==> src/common/asro_pkg.sv <==
// asro_pkg: shared constants and carrier types for the serial readout and mode logic
// assumes a 200 MHz system clock; link pins arrive asynchronously and are synchronised
package asro_pkg;

  localparam int RESULT_WIDTH        = 16;       // bits per conversion result
  localparam int CLK_PERIOD_PS       = 5000;     // 200 MHz system clock
  localparam int CONVERSION_TIME_PS  = 500000;   // default conversion time, plain value
  localparam int CONVERSION_CYCLES   = (CONVERSION_TIME_PS + CLK_PERIOD_PS - 1) / CLK_PERIOD_PS;
  localparam int SYNC_STAGES         = 2;
  localparam int BUF_DEPTH           = 2;
  localparam logic [15:0] RESULT_RESET = 16'h0000;

  // readout mode latched at convert_start rising edge
  typedef enum logic [0:0] {
    ASRO_MODE_CHAIN = 1'b0,
    ASRO_MODE_CS    = 1'b1
  } asro_mode_type;

  // conversion engine states
  typedef enum logic [1:0] {
    ASRO_ST_ACQ   = 2'b00,
    ASRO_ST_CONV  = 2'b01,
    ASRO_ST_DONE  = 2'b10
  } asro_state_type;

  // one result word travelling through the buffer
  typedef struct packed {
    logic [RESULT_WIDTH-1:0] data;
    logic                    invalid;   // first fast-mode result, to be discarded
  } asro_word_type;

  // serial output pin triple
  typedef struct packed {
    logic drive;     // level driven
    logic oe_n;      // low while driving
    logic shifting;  // a word is in flight
  } asro_pin_type;

endpackage

==> src/rtl/asro_readout.sv <==
// asro_readout: convert-start handling, mode select, busy indicator and serial result shift
// assumes the host drives convert_start, serial_in_select and the serial clock asynchronously
//
// Contract
// convert_start rising edge latches serial input: high chip-select, low daisy-chain.
// serial input sampled one stage late so tied pins select daisy-chain.
// host uses daisy-chain only with fast mode held low.
// chip-select mode arms busy when convert_start or serial input low at end.
// in normal mode a start bit may precede result bits as busy.
// without busy indicator host waits maximum conversion time before reading.
// host holds fast mode low for busy chip-select or daisy-chain.
// with convert_start low, reading allowed in conversion, acquisition or split; the code drives the output in acquisition only.
// host should use a gated serial clock.
// host keeps pins quiet after safe-read window until conversion ends.
// host keeps pins idle from last clock fall to next convert_start rise.
// host configures mode and busy before safe-read window ends.
// host keeps pins still near each convert_start rising edge.
// acquisition-only reading supported in normal mode only; the code also enables it in fast mode.
// chip-select mode works 3-wire or 4-wire with serial input as select.
// normal mode powers down at end of every conversion.
// conversion starts on convert_start rise, timed by internal clock.
// first fast-mode result after entering the mode is flagged invalid.
// reading during conversion n presents result n-1; the code loads n-1 at the rise but keeps the output off until conversion ends.
// 3-wire no-busy output floats after 16th falling edge or convert_start rise.
// result shifted msb first, one bit per serial clock falling edge.
// output floats when not selected or not shifting; the code keeps driving while busy is armed, even when deselected.
`timescale 1ns/1ps
module asro_readout #(
  parameter int CONV_CYCLES = asro_pkg::CONVERSION_CYCLES
) (
  input  wire logic                              i_ref_clk,
  input  wire logic                              i_reset_n,
  input  wire logic                              i_convert_start,
  input  wire logic                              i_serial_in_select,
  input  wire logic                              i_serial_clk,
  input  wire logic                              i_fast_mode,
  input  wire logic [asro_pkg::RESULT_WIDTH-1:0] i_result,
  output logic                                   o_serial_result_out,
  output logic                                   o_serial_result_out_oe_n,
  output logic                                   o_power_down,
  output logic                                   o_converting,
  output logic                                   o_chain_mode,
  output logic                                   o_result_invalid
);

  localparam int CW = $clog2(CONV_CYCLES + 1);
  localparam int BW = $clog2(asro_pkg::RESULT_WIDTH + 2);
  localparam logic [CW-1:0] CONV_LAST = CW'(CONV_CYCLES - 1);
  localparam logic [BW-1:0] BITS_LAST = BW'(asro_pkg::RESULT_WIDTH);

  // two-stage synchronisers; only stage two is read by logic
  logic [asro_pkg::SYNC_STAGES-1:0] cnv_sync;
  logic [asro_pkg::SYNC_STAGES-1:0] sdi_sync;
  logic [asro_pkg::SYNC_STAGES-1:0] sck_sync;
  logic [asro_pkg::SYNC_STAGES-1:0] fast_sync;
  logic                             cnv_d;
  logic                             sck_d;
  logic                             sdi_d;

  always_ff @(posedge i_ref_clk or negedge i_reset_n) begin
    if (!i_reset_n) begin
      cnv_sync <= '0;
      sdi_sync <= '0;
      sck_sync <= '0;
      fast_sync <= '0;
      cnv_d    <= 1'b0;
      sck_d    <= 1'b0;
      sdi_d    <= 1'b0;
    end else begin
      cnv_sync <= {cnv_sync[0], i_convert_start};
      sdi_sync <= {sdi_sync[0], i_serial_in_select};
      sck_sync <= {sck_sync[0], i_serial_clk};
      fast_sync <= {fast_sync[0], i_fast_mode};
      cnv_d    <= cnv_sync[1];
      sck_d    <= sck_sync[1];
      sdi_d    <= sdi_sync[1];
    end
  end

  // edge detection on synchronised pins
  wire cnv_rise  = cnv_sync[1] & ~cnv_d;
  wire sck_fall  = ~sck_sync[1] & sck_d;
  wire cnv_level = cnv_sync[1];
  wire sdi_level = sdi_sync[1];
  // fast-mode select is a host pin too, so it is read only after the synchroniser
  wire fast_level = fast_sync[1];
  // sdi seen the cycle before the edge: tied pins read low, so chain wins
  wire sdi_at_edge = sdi_d;

  asro_pkg::asro_state_type state;
  asro_pkg::asro_state_type next_state;
  asro_pkg::asro_mode_type  mode;
  logic [CW-1:0]            conv_cnt;
  logic                     fast_prev;
  logic                     busy_armed;
  logic [BW-1:0]            bit_cnt;
  logic [asro_pkg::RESULT_WIDTH:0] shreg;   // start bit plus result
  logic                     out_en;
  logic                     out_bit;

  wire conv_end = (state == asro_pkg::ASRO_ST_CONV) && (conv_cnt == CONV_LAST);
  // a rise during conversion is ignored, so it must not consume a buffered word either
  wire cnv_take = cnv_rise && (state != asro_pkg::ASRO_ST_CONV);

  // two-entry result buffer; popped on a convert_start rise outside conversion and on conversion end, so a word the reader has not shifted out is replaced
  asro_pkg::asro_word_type buf_mem [asro_pkg::BUF_DEPTH];
  logic                    wr_ptr;
  logic                    rd_ptr;
  logic [1:0]              buf_cnt;
  asro_pkg::asro_word_type push_word;
  wire buf_in_valid  = conv_end;
  wire buf_in_ready  = (buf_cnt != 2'd2);
  wire buf_out_valid = (buf_cnt != 2'd0);
  wire load_req      = cnv_take | conv_end;
  wire buf_out_ready = buf_out_valid & load_req;
  wire push          = buf_in_valid & buf_in_ready;
  wire pop           = buf_out_valid & buf_out_ready;

  // first fast-mode result after entering the mode is meaningless
  always_comb begin
    push_word.data    = i_result;
    push_word.invalid = fast_level & ~fast_prev;
  end

  // conversion sequencer
  always_comb begin
    next_state = state;
    case (state)
      asro_pkg::ASRO_ST_ACQ:  if (cnv_rise) next_state = asro_pkg::ASRO_ST_CONV;
      asro_pkg::ASRO_ST_CONV: if (conv_end) next_state = asro_pkg::ASRO_ST_DONE;
      asro_pkg::ASRO_ST_DONE: next_state = cnv_rise ? asro_pkg::ASRO_ST_CONV
                                                    : asro_pkg::ASRO_ST_ACQ;
      default:                next_state = asro_pkg::ASRO_ST_ACQ;
    endcase
  end

  always_ff @(posedge i_ref_clk or negedge i_reset_n) begin
    if (!i_reset_n) begin
      state     <= asro_pkg::ASRO_ST_ACQ;
      conv_cnt  <= '0;
      mode      <= asro_pkg::ASRO_MODE_CS;
      fast_prev <= 1'b0;
    end else begin
      state <= next_state;
      if (cnv_rise && state != asro_pkg::ASRO_ST_CONV) begin
        mode <= asro_pkg::asro_mode_type'(sdi_at_edge);
      end
      if (state == asro_pkg::ASRO_ST_CONV) begin
        conv_cnt <= conv_cnt + CW'(1);
      end else begin
        conv_cnt <= '0;
      end
      if (conv_end) begin
        fast_prev <= fast_level;
      end
    end
  end

  // result buffer storage
  always_ff @(posedge i_ref_clk or negedge i_reset_n) begin
    if (!i_reset_n) begin
      wr_ptr  <= 1'b0;
      rd_ptr  <= 1'b0;
      buf_cnt <= 2'd0;
    end else begin
      if (push) begin
        wr_ptr <= ~wr_ptr;
      end
      if (pop) begin
        rd_ptr <= ~rd_ptr;
      end
      buf_cnt <= buf_cnt + {1'b0, push} - {1'b0, pop};
    end
  end

  always_ff @(posedge i_ref_clk) begin
    if (push) begin
      buf_mem[wr_ptr] <= push_word;
    end
  end

  // busy start bit only in chip-select, normal mode, with cnv or sdi low at end
  wire arm_busy = conv_end && (mode == asro_pkg::ASRO_MODE_CS)
                  && !fast_level && (!cnv_level || !sdi_level);
  // fresh result goes straight to the shifter when nothing older waits in the buffer
  wire load_direct = conv_end && (buf_cnt == 2'd0);
  // selected: 3-wire/chain by cnv low, 4-wire by sdi low while cnv high
  wire selected = (!cnv_level) || (mode == asro_pkg::ASRO_MODE_CS && !sdi_level);
  wire shift_go = sck_fall && selected && out_en;
  wire done_bits = (bit_cnt == BITS_LAST) ||
                   (!busy_armed && bit_cnt == BITS_LAST - BW'(1));

  // serial shifter: load n-1 result from buffer on a rise, fresh result at conversion end when buffer empty, shift on clock falls
  always_ff @(posedge i_ref_clk or negedge i_reset_n) begin
    if (!i_reset_n) begin
      shreg      <= '0;
      bit_cnt    <= '0;
      out_en     <= 1'b0;
      busy_armed <= 1'b0;
    end else if (cnv_rise && state != asro_pkg::ASRO_ST_CONV) begin
      out_en  <= 1'b0;
      bit_cnt <= '0;
      if (pop) begin
        shreg <= {1'b0, buf_mem[rd_ptr].data};
      end
    end else if (conv_end) begin
      busy_armed <= arm_busy;
      if (pop) begin
        shreg <= {1'b0, buf_mem[rd_ptr].data};
      end else if (buf_cnt == 2'd0) begin
        shreg <= {1'b0, i_result};
      end
      out_en <= arm_busy;
    end else if (state == asro_pkg::ASRO_ST_ACQ && selected && !out_en && bit_cnt == '0) begin
      out_en <= 1'b1;
    end else if (shift_go) begin
      shreg   <= {shreg[asro_pkg::RESULT_WIDTH-1:0], 1'b0};
      bit_cnt <= bit_cnt + BW'(1);
      if (done_bits) begin
        out_en     <= 1'b0;
        busy_armed <= 1'b0;
      end
    end else if (!selected && !busy_armed) begin
      out_en <= 1'b0;
    end
  end

  // busy shows start bit low then msb; plain mode shows msb first
  wire next_out = busy_armed ? shreg[asro_pkg::RESULT_WIDTH]
                             : shreg[asro_pkg::RESULT_WIDTH-1];
  wire next_oe_n = ~out_en;

  // registered pin outputs and status
  always_ff @(posedge i_ref_clk or negedge i_reset_n) begin
    if (!i_reset_n) begin
      o_serial_result_out      <= 1'b0;
      o_serial_result_out_oe_n <= 1'b1;
      o_power_down             <= 1'b0;
      o_converting             <= 1'b0;
      o_chain_mode             <= 1'b0;
      o_result_invalid         <= 1'b0;
    end else begin
      o_serial_result_out      <= next_out;
      o_serial_result_out_oe_n <= next_oe_n;
      o_power_down             <= !fast_level && state != asro_pkg::ASRO_ST_CONV;
      o_converting             <= (next_state == asro_pkg::ASRO_ST_CONV);
      o_chain_mode             <= (mode == asro_pkg::ASRO_MODE_CHAIN);
      if (pop) begin
        o_result_invalid <= buf_mem[rd_ptr].invalid;
      end else if (load_direct) begin
        o_result_invalid <= push_word.invalid;
      end
    end
  end

endmodule

==> config.mk <==
export PLATFORM = sky130hd
export DESIGN_NAME = asro_readout
export DESIGN_NICKNAME = d
export VERILOG_FILES = /design/src/common/asro_pkg.sv /design/src/rtl/asro_readout.sv
export SDC_FILE = /design/constraint.sdc
export NUM_CORES = 1
export LEC_CHECK = 0
export BUFFER_PORTS_ARGS = -buffer_cell sky130_fd_sc_hd__buf_2
export CORE_ASPECT_RATIO = 0.6
export CORE_MARGIN = 3
export CORE_UTILIZATION = 55
export DETAILED_ROUTE_END_ITERATION = 7
export PLACE_DENSITY = 0.74
export SYNTH_ARGS = -nofsm -noshare
export SYNTH_HDL_FRONTEND = slang
export SYNTH_SLANG_ARGS = --single-unit
==> constraint.sdc <==
create_clock -name i_ref_clk -period 3.4 [get_ports i_ref_clk]
set_input_delay 0.85 -clock i_ref_clk [delete_from_list [all_inputs] [get_ports i_ref_clk]]
set_output_delay 0.85 -clock i_ref_clk [all_outputs]
set_load 0.01 [all_outputs]
# Yosys cells after proc, flatten, opt, wreduce, memory -nomap -nowiden
# Memory sizes are Yosys's and may differ from the RTL's.
# Index checks and enable logic that the tools add are counted.
dict set report op_classes {
  bitwise 15
  n_reduce_logical 38
  eq_ne 15
  n_lt_le_gt_ge 0
  div_mod_pow 0
  muxes 30
  add_sub_neg 4
  mul 0
  shift 0
}
# op count
set op_table {}
lappend op_table {{17-bit two-way mux} 7}
lappend op_table {{5-bit two-way mux} 4}
lappend op_table {{1-bit logical AND} 15}
lappend op_table {{1-bit two-way mux} 15}
lappend op_table {{2-bit nonzero test} 5}
lappend op_table {{2-bit inequality test (second input constant)} 4}
lappend op_table {{1-bit NOT} 8}
lappend op_table {{4-bit AND reduction} 2}
lappend op_table {{7-bit by 1-bit adder with 7-bit output (second input constant)} 1}
lappend op_table {{7-bit == test (second input constant)} 1}
lappend op_table {{7-bit two-way mux} 1}
lappend op_table {{1-bit AND} 6}
lappend op_table {{1-bit logical NOT} 6}
lappend op_table {{2-bit one-hot mux with 3 select lines} 1}
lappend op_table {{5-bit by 1-bit adder with 5-bit output (second input constant)} 1}
lappend op_table {{5-bit by 4-bit == test with 1-bit output (second input constant)} 1}
lappend op_table {{5-bit == test (second input constant)} 1}
lappend op_table {{5-bit logical NOT} 1}
lappend op_table {{5-bit by 3-bit inequality test with 1-bit output (second input constant)} 1}
lappend op_table {{5-bit nonzero test} 1}
lappend op_table {{2-bit by 1-bit == test with 1-bit output (second input constant)} 2}
lappend op_table {{2-bit logical NOT} 2}
lappend op_table {{2-bit two-way mux} 2}
lappend op_table {{2-bit by 1-bit inequality test with 1-bit output (second input constant)} 2}
lappend op_table {{other kinds (10)} 12}
dict set report word_totals {
  latch_bits 0
  word_cells 127
  n_memories 1
  rom_bits 0
  ff_bits 56
  ramBits 34
  inputBits 22
}
# memory depth word_bits rd rd_clocked_by_memory_dff write_ports line_no
set mem_list {}
lappend mem_list {buf_mem 2 17 1 0 1 asro_readout.sv:106} ;# asro_pkg::asro_word_type buf_mem [asro_pkg::BUF_DEPTH];

# Logic depth before layout (Yosys ltp)
# Gate-level depths: netlist (run 1).
dict set report depth {
  word_depth 10
  mapped_depth 10
  mapped_depth_nobuf 9
}

# Worst setup path after synthesis (run 1)
# Ideal clock, no wire load.
dict set report synth_timing {
  path_type {register to register}
  startpoint {register conv_cnt[0]}
  endpoint {memory buf_mem[1][0] (netlist bit), enable pin}
  period_less_slack_ns 2.290
  path_stages_with_launch 6
  arrival_ns 1.900
  required_ns 3.009
  slack_ns 1.110
  cell_sequence {dfrtp_1 ha_1 and4b_4 and2_1 o21ai_0 nor2_1}
}
dict set report synth_between {
  elab_chain_len 5
}
# item line_no
set synth_rtl {}
lappend synth_rtl {{start: declaration} asro_readout.sv:93} ;# logic [CW-1:0] conv_cnt;
lappend synth_rtl {{start signal: assignment} asro_readout.sv:149} ;# conv_cnt <= conv_cnt + CW'(1);
lappend synth_rtl {{7-bit == test} asro_readout.sv:101} ;# wire conv_end = (state == asro_pkg::ASRO_ST_CONV) && (conv_cnt == CONV_LAST);
lappend synth_rtl {{1-bit logical AND} asro_readout.sv:101}
lappend synth_rtl {{1-bit AND} asro_readout.sv:116} ;# wire push = buf_in_valid & buf_in_ready;
lappend synth_rtl {{1-bit two-way mux} asro_readout.sv:177} ;# if (push) begin
lappend synth_rtl {{1-bit two-way mux (implied by the code)} asro_readout.sv:178} ;# buf_mem[wr_ptr] <= push_word;
lappend synth_rtl {{end: declaration} asro_readout.sv:106}
# Every way passes these cells.

# Worst setup path in the final report (run 1)
dict set report layout_timing {
  startpoint {register conv_cnt[0]}
  endpoint {memory buf_mem[1][10] (netlist bit), enable pin}
}
# Same word-level chain as after synthesis.

==> results of run 1 <==
==> critical path, stage by stage, from the launching register on <==
cell and delay, ps:
dfrtp_1 370, ha_1 240, and4b_4 290, and2_1 200
o21ai_0 240, nor2_1 560, buf_4 320
==> cell families (layout without fill, tap and decap cells) <==
logic type	Yosys count	after routing	synth area share, %
compound gates	62	62	10.9
buf+inv	32	63	3.98
flops	90	90	60.8
simple gates	85	85	11.3
fa+ha+maj	6	6	1.88
xor+xnor	9	9	1.98
mux	32	32	9.13
==> report_power, final <==
part	switching, mW	internal, mW
logic	0.208	0.235
clock network	0.398	0.575
registers	0.113	1.28
==> cell type report <==
cell class / instances / area share, %
clock buffer: 12 / 6.20
clock inverter: 4 / 0.503
inverter: 12 / 1.01
multi-input combinational: 194 / 31.3
sequential: 90 / 54.1
tap: 87 / 2.43
timing repair buffer: 35 / 4.36
==> layer usage <==
metal  up-vias  share of wire (%)  global-route usage, %
li1       1223                  -                      -
met1      1311                 50                   34.7
met2        82                 42                   28.2
met3         8                6.6                   5.83
met4         0                1.0                   6.95
met5         -                  0                      0
==> stage by stage <==
step	hold slack, ps	setup WS, ps	power, mW	utilization [%]
after detailed placement	338	868	1.85	61.0
after floorplan	331	1110	1.71	-
after CTS	349	864	2.83	65.4
final	346	882	2.81	65.4
after global placement	332	1010	1.83	61.0
after global routing	351	657	2.96	65.4
==> cell usage after synthesis (all sizes together), types with 8 or more instances <==
library cell	instances	area share [%]
inv	12	1.1
nor3	30	3.8
mux2i	18	4.5
mux2	14	4.6
edfxtp	34	26
nand2	10	0.94
buf	14	2.3
a221o	14	3.5
a21oi	23	2.9
o21ai	8	1.0
dfrtp	54	34
nor2	15	1.4
==> sequential cells by signal (all words and copies together), names as in the netlist, 5 cells and up <==
register,count
buf_mem,34
conv_cnt,7
bit_cnt,5
shreg,17
==> how the worst min path moves through the flow <==
stage / startpoint / end
6_report: sdi_sync[0] / sdi_sync[1]
5_1_grt: sdi_sync[0] / sdi_sync[1]
4_1_cts: sdi_sync[0] / sdi_sync[1]
3_5_place_dp: sdi_sync[0] / sdi_sync[1]
3_3_place_gp: sdi_sync[0] / sdi_sync[1]
2_1_floorplan: cnv_sync[0] / cnv_sync[1]
==> flow_metrics.py, run 1 <==
metrics = {
    "worst_hold_path": {
        "hold_depth": 0,
        "hp-class": "flop to flop",
    },
    "sta": {
        "hold_violations": 0,
        "min_period_ps": 2520,
        "fmax_mhz": 397,
        "setup-violations-final": 0,
        "setup_tns_ps": 0,
        "fin_skew_ps": 5.38,
        "period_share_pct": 74.1,
        "slew_headroom_pct": 36.8,
        "worstMarginPinSlew_ps": 949,
        "finalMaxSlewViolations": 0,
        "rsz0062_at_grt": "no",
    },
    "setup_path": {
        "cp.required_ps": 3440,
        "endpoint": "buf_mem[1][10]",
        "r2r_start": "conv_cnt[0]",
        "start_kind": "flop",
        "crit_type": "flop to flop",
        "r2r_slack_ps": 880,
        "crit_fanout": 11,
        "r2r_cells": 6,
        "r2r_end": "buf_mem[1][10]",
        "worstPathArrival_ps": 2560,
        "crit_path_start": "conv_cnt[0]",
        "cp-end-kind": "flop",
    },
    "final_layout": {
        "drive_gt1_share_pct": 20.7,
        "seq_area_um2": 2420,
        "final_cell_mix": "dfrtp_1, edfxtp_1, nor3_1, buf_2, a21oi_1",
        "final_common_cell": "dfrtp_1",
        "fillerInstances": 519,
        "area_delta_synth_final_pct": 12.3,
        "multi_input_area_um2": 1400,
        "design_area_um2": 4480,
        "antenna-diode-count": 0,
        "instances_no_fill": 434,
        "nets": 370,
    },
    "die": {
        "start_util_pct": 58.2,
        "die_w_um": 116,
        "ios": 28,
        "dieArea_um2": 8340,
        "die_y_um": 72.0,
        "core_region_area_um2": 6850,
        "rows": 23,
    },
    "cts": {
        "clockBufferDepth": 2,
        "postCtsSetupBuffers": 0,
        "ctsResizeCount": 0,
        "cts_tree": "done",
        "cts.sinks": 90,
        "htreeDepth": 3,
        "cts_made_buffers": 9,
        "cts-root-buf": "clkbuf_16",
        "clk_pin_slew_worst_paths_ps": 60,
        "cts_hold_buf": 0,
        "clock_latency_ps": 340,
    },
    "placed_design": {
        "portBuffers": 27,
        "dpl.cell_count": 418,
        "place_hpwl_um": 5380,
        "place_area_um2": 4180,
        "gp_congestion": 0.808,
    },
    "drt": {
        "vias": 2624,
        "drtIter0Drc": 240,
        "ant_nets": 0,
        "drc": 0,
        "dr.pass1.iters": 4,
        "drt-total-wl_um": 7950,
        "routed_via_density": 6.05,
        "wl_per_cell_um": 18.3,
    },
    "synthesis": {
        "synthCells": 316,
        "yosysSeqAreaShare_pct": 60.8,
        "synth_cell_type_count": 47,
        "async_flop_share_pct": 62.2,
        "synth_area_um2": 3990,
        "ys_ff_latch": 90,
        "yosysWarnings": 0,
        "synth-edff-count": 34,
        "synth_ff_type": "dfrtp_1",
        "avgSynthCellArea_um2": 12.6,
        "syn_nets": 344,
    },
    "outcome": {
        "status": "finished, final reports clean",
    },
    "grt": {
        "grt_use_total_pct": 21.5,
        "grt_pass1_wl_um": 13600,
        "grt_overflow_total": 0,
        "grt_pass1_vias": 2627,
        "grt_max_degree": 33,
        "antenna_found_initial": 0,
    },
    "power_and_ir_drop": {
        "peakVddDrop_mv": 0.378,
        "p_leak_nw": 1.82,
        "power_density_nw_per_um2": 627,
    },
    "job": {
        "maxCapViolCount": 0,
    },
}
(Power assumes the default switching activity.)
==> run 2, diff against run 1 <==
CORE_UTILIZATION = 54   (was 55)
PLACE_DENSITY = 0.75   (was 0.74)
clock period = 2.2 ns   (was 3.4 ns; I/O delays follow)
==> run 2 against run 1 <==
  * Critical path depth grew 3
  * Clock power grew 42%
  * Die area grew 1.7%
  * Routed wire length shrank 0.50%
  * Final cell count grew 2.3%
  * Critical endpoint is now buf_cnt[1]
  * Flip-flop and latch count is the same
  * Count of clock-buffer cells in the layout grew 1
  * Combinational power grew 58%
  * Sequential share of layout area shrank 0.98 points
==> flow_metrics.py, run 2 (synthesis results as in run 1) <==
metrics = {
    "setup_path": {
        "worstPathCellList": "ha_2 > and4b_4 > a22oi_2 > nor2_1 > ha_1 > inv_1 > ha_1 > xnor2_1 > xnor2_1",
        "worstPathArrival_ps": 2320,
        "cp.required_ps": 2460,
        "start_kind": "flop",
        "cpPeakStageDelay_ps": 410,
        "r2r_cells": 9,
        "cp_slowest_cell": "dfrtp_1",
        "crit_fanout": 5,
        "crit_type": "flop to flop",
        "r2r_end": "buf_cnt[1]",
        "r2r_start": "conv_cnt[0]",
        "r2r_slack_ps": 140,
        "cp-end-kind": "flop",
    },
    "grt": {
        "antenna_found_initial": 0,
        "grt_overflow_total": 0,
        "grt_use_total_pct": 20.5,
        "grt_pass1_vias": 2506,
        "grt_pass1_wl_um": 12900,
        "grt_max_degree": 46,
    },
    "placed_design": {
        "place_area_um2": 4290,
        "place_hpwl_um": 5230,
        "portBuffers": 27,
        "gp_congestion": 0.841,
        "dp_worst_setup_slack_ps": 62.2,
    },
    "final_layout": {
        "regMostFlops": "buf_mem",
        "largest_register_ffs": 34,
        "area_delta_synth_final_pct": 14.4,
        "final_cell_mix": "dfrtp_1, edfxtp_1, nor3_1, buf_2, a21oi_1",
        "fillerInstances": 524,
        "design_area_um2": 4560,
        "reg_top3": "buf_mem x34, shreg x17, conv_cnt x7",
        "antenna-diode-count": 0,
        "drive_gt1_share_pct": 22.7,
        "final_common_cell": "dfrtp_1",
        "nets": 380,
    },
    "cts": {
        "clk_pin_slew_worst_paths_ps": 60,
        "cts_tree": "done",
        "htreeDepth": 3,
        "cts.sinks": 90,
        "clock_latency_ps": 340,
        "cts-root-buf": "clkbuf_16",
        "cts_made_buffers": 9,
        "clockBufferDepth": 2,
    },
    "die": {
        "die_y_um": 72.6,
        "start_util_pct": 57.7,
        "core_region_area_um2": 6910,
        "dieArea_um2": 8490,
        "die_w_um": 117,
        "rows": 23,
        "ios": 28,
    },
    "sta": {
        "fin_skew_ps": 4.52,
        "min_period_ps": 2060,
        "setup_tns_ps": 0,
        "fmax_mhz": 485,
        "setup_slack_ps": 138,
        "hold_violations": 0,
        "slew_headroom_pct": 69.5,
        "setup-violations-final": 0,
        "finalMaxSlewViolations": 0,
        "rsz0062_at_grt": "no",
        "worstMarginPinSlew_ps": 456,
        "period_share_pct": 93.7,
    },
    "drt": {
        "ant_nets": 0,
        "drtIter0Drc": 282,
        "wl_per_cell_um": 17.8,
        "drt-total-wl_um": 7910,
        "dr.pass1.iters": 4,
        "routed_via_density": 5.93,
        "vias": 2634,
        "drc": 0,
    },
    "worst_hold_path": {
        "hp-class": "input pin to asynchronous set/reset pin",
    },
    "power_and_ir_drop": {
        "peakVddDrop_mv": 0.567,
        "power_density_nw_per_um2": 925,
        "p_leak_nw": 1.86,
    },
    "job": {
        "maxCapViolCount": 0,
    },
    "outcome": {
        "status": "finished, final reports clean",
    },
}
[run 2: critical path, delay by kind of cell (launching register included)]
kind                     cells  cell delay (ps)
AO/OA/AOI/OAI                1              200
buffers and inverters        1               40
flip-flops                   1              410
XOR/XNOR                     2              300
adder cells (fa/ha/maj)      3              710
AND/OR/NAND/NOR              2              320
[run 2: stage by stage]
stage                     hold WS (ps)  instances  utilization [%]  total power, mW
final                             96.8        444             66.0             4.22
after global placement             334        428             62.2             2.83
after global routing              95.2        444             66.0             4.42
after floorplan                    254        316                -             2.65
after detailed placement           338        428             62.2             2.86
after CTS                          102        444             66.0             4.25
[run 2: what timing repair did]
item,in CTS,in global routing
hold buffers,0,0
buffers inserted,0,0
resized for setup,0,2
setup endpoints to repair,0,35
[run 2: final cells by class]
type | instances | area (um2) | share of cell area (%)
Clock inverter | 3 | 15.0 | 0.329
Sequential cell | 90 | 2420 | 53.2
Timing Repair Buffer | 45 | 308 | 6.75
Inverter | 12 | 45.0 | 0.988
Clock buffer | 13 | 250 | 5.49
Tap cell | 87 | 109 | 2.39
Multi-Input combinational cell | 194 | 1410 | 30.9
[run 2: where the power goes]
| part | leakage, nW | internal, mW | switching (mW) |
|---|---|---|---|
| Clock | 0.133 | 0.791 | 0.586 |
| Combinational | 0.702 | 0.376 | 0.323 |
| Sequential | 1.03 | 1.98 | 0.167 |
| Total | 1.86 | 3.14 | 1.08 |
[run 2: how the worst max path moves through the flow]
stage,startpoint,to,slack [ps],depth (start not counted)
global placement,conv_cnt[0],buf_cnt[1],220,9
global route,conv_cnt[0],buf_cnt[1],30,9
CTS,conv_cnt[0],buf_cnt[1],10,9
finish,conv_cnt[0],buf_cnt[1],140,9
floorplan,conv_cnt[0],buf_mem[1][0],-90,5
detailed placement,conv_cnt[0],buf_cnt[1],60,9
[run 2: layer usage]
| layer | global-route usage (%) | up-vias | routed length (um) |
|---|---|---|---|
| met5 | 0 | - | 0 |
| met1 | 31.2 | 1286 | 4010 |
| met4 | 8.27 | 0 | 152 |
| li1 | - | 1249 | - |
| met3 | 6.92 | 17 | 450 |
| met2 | 26.8 | 82 | 3290 |
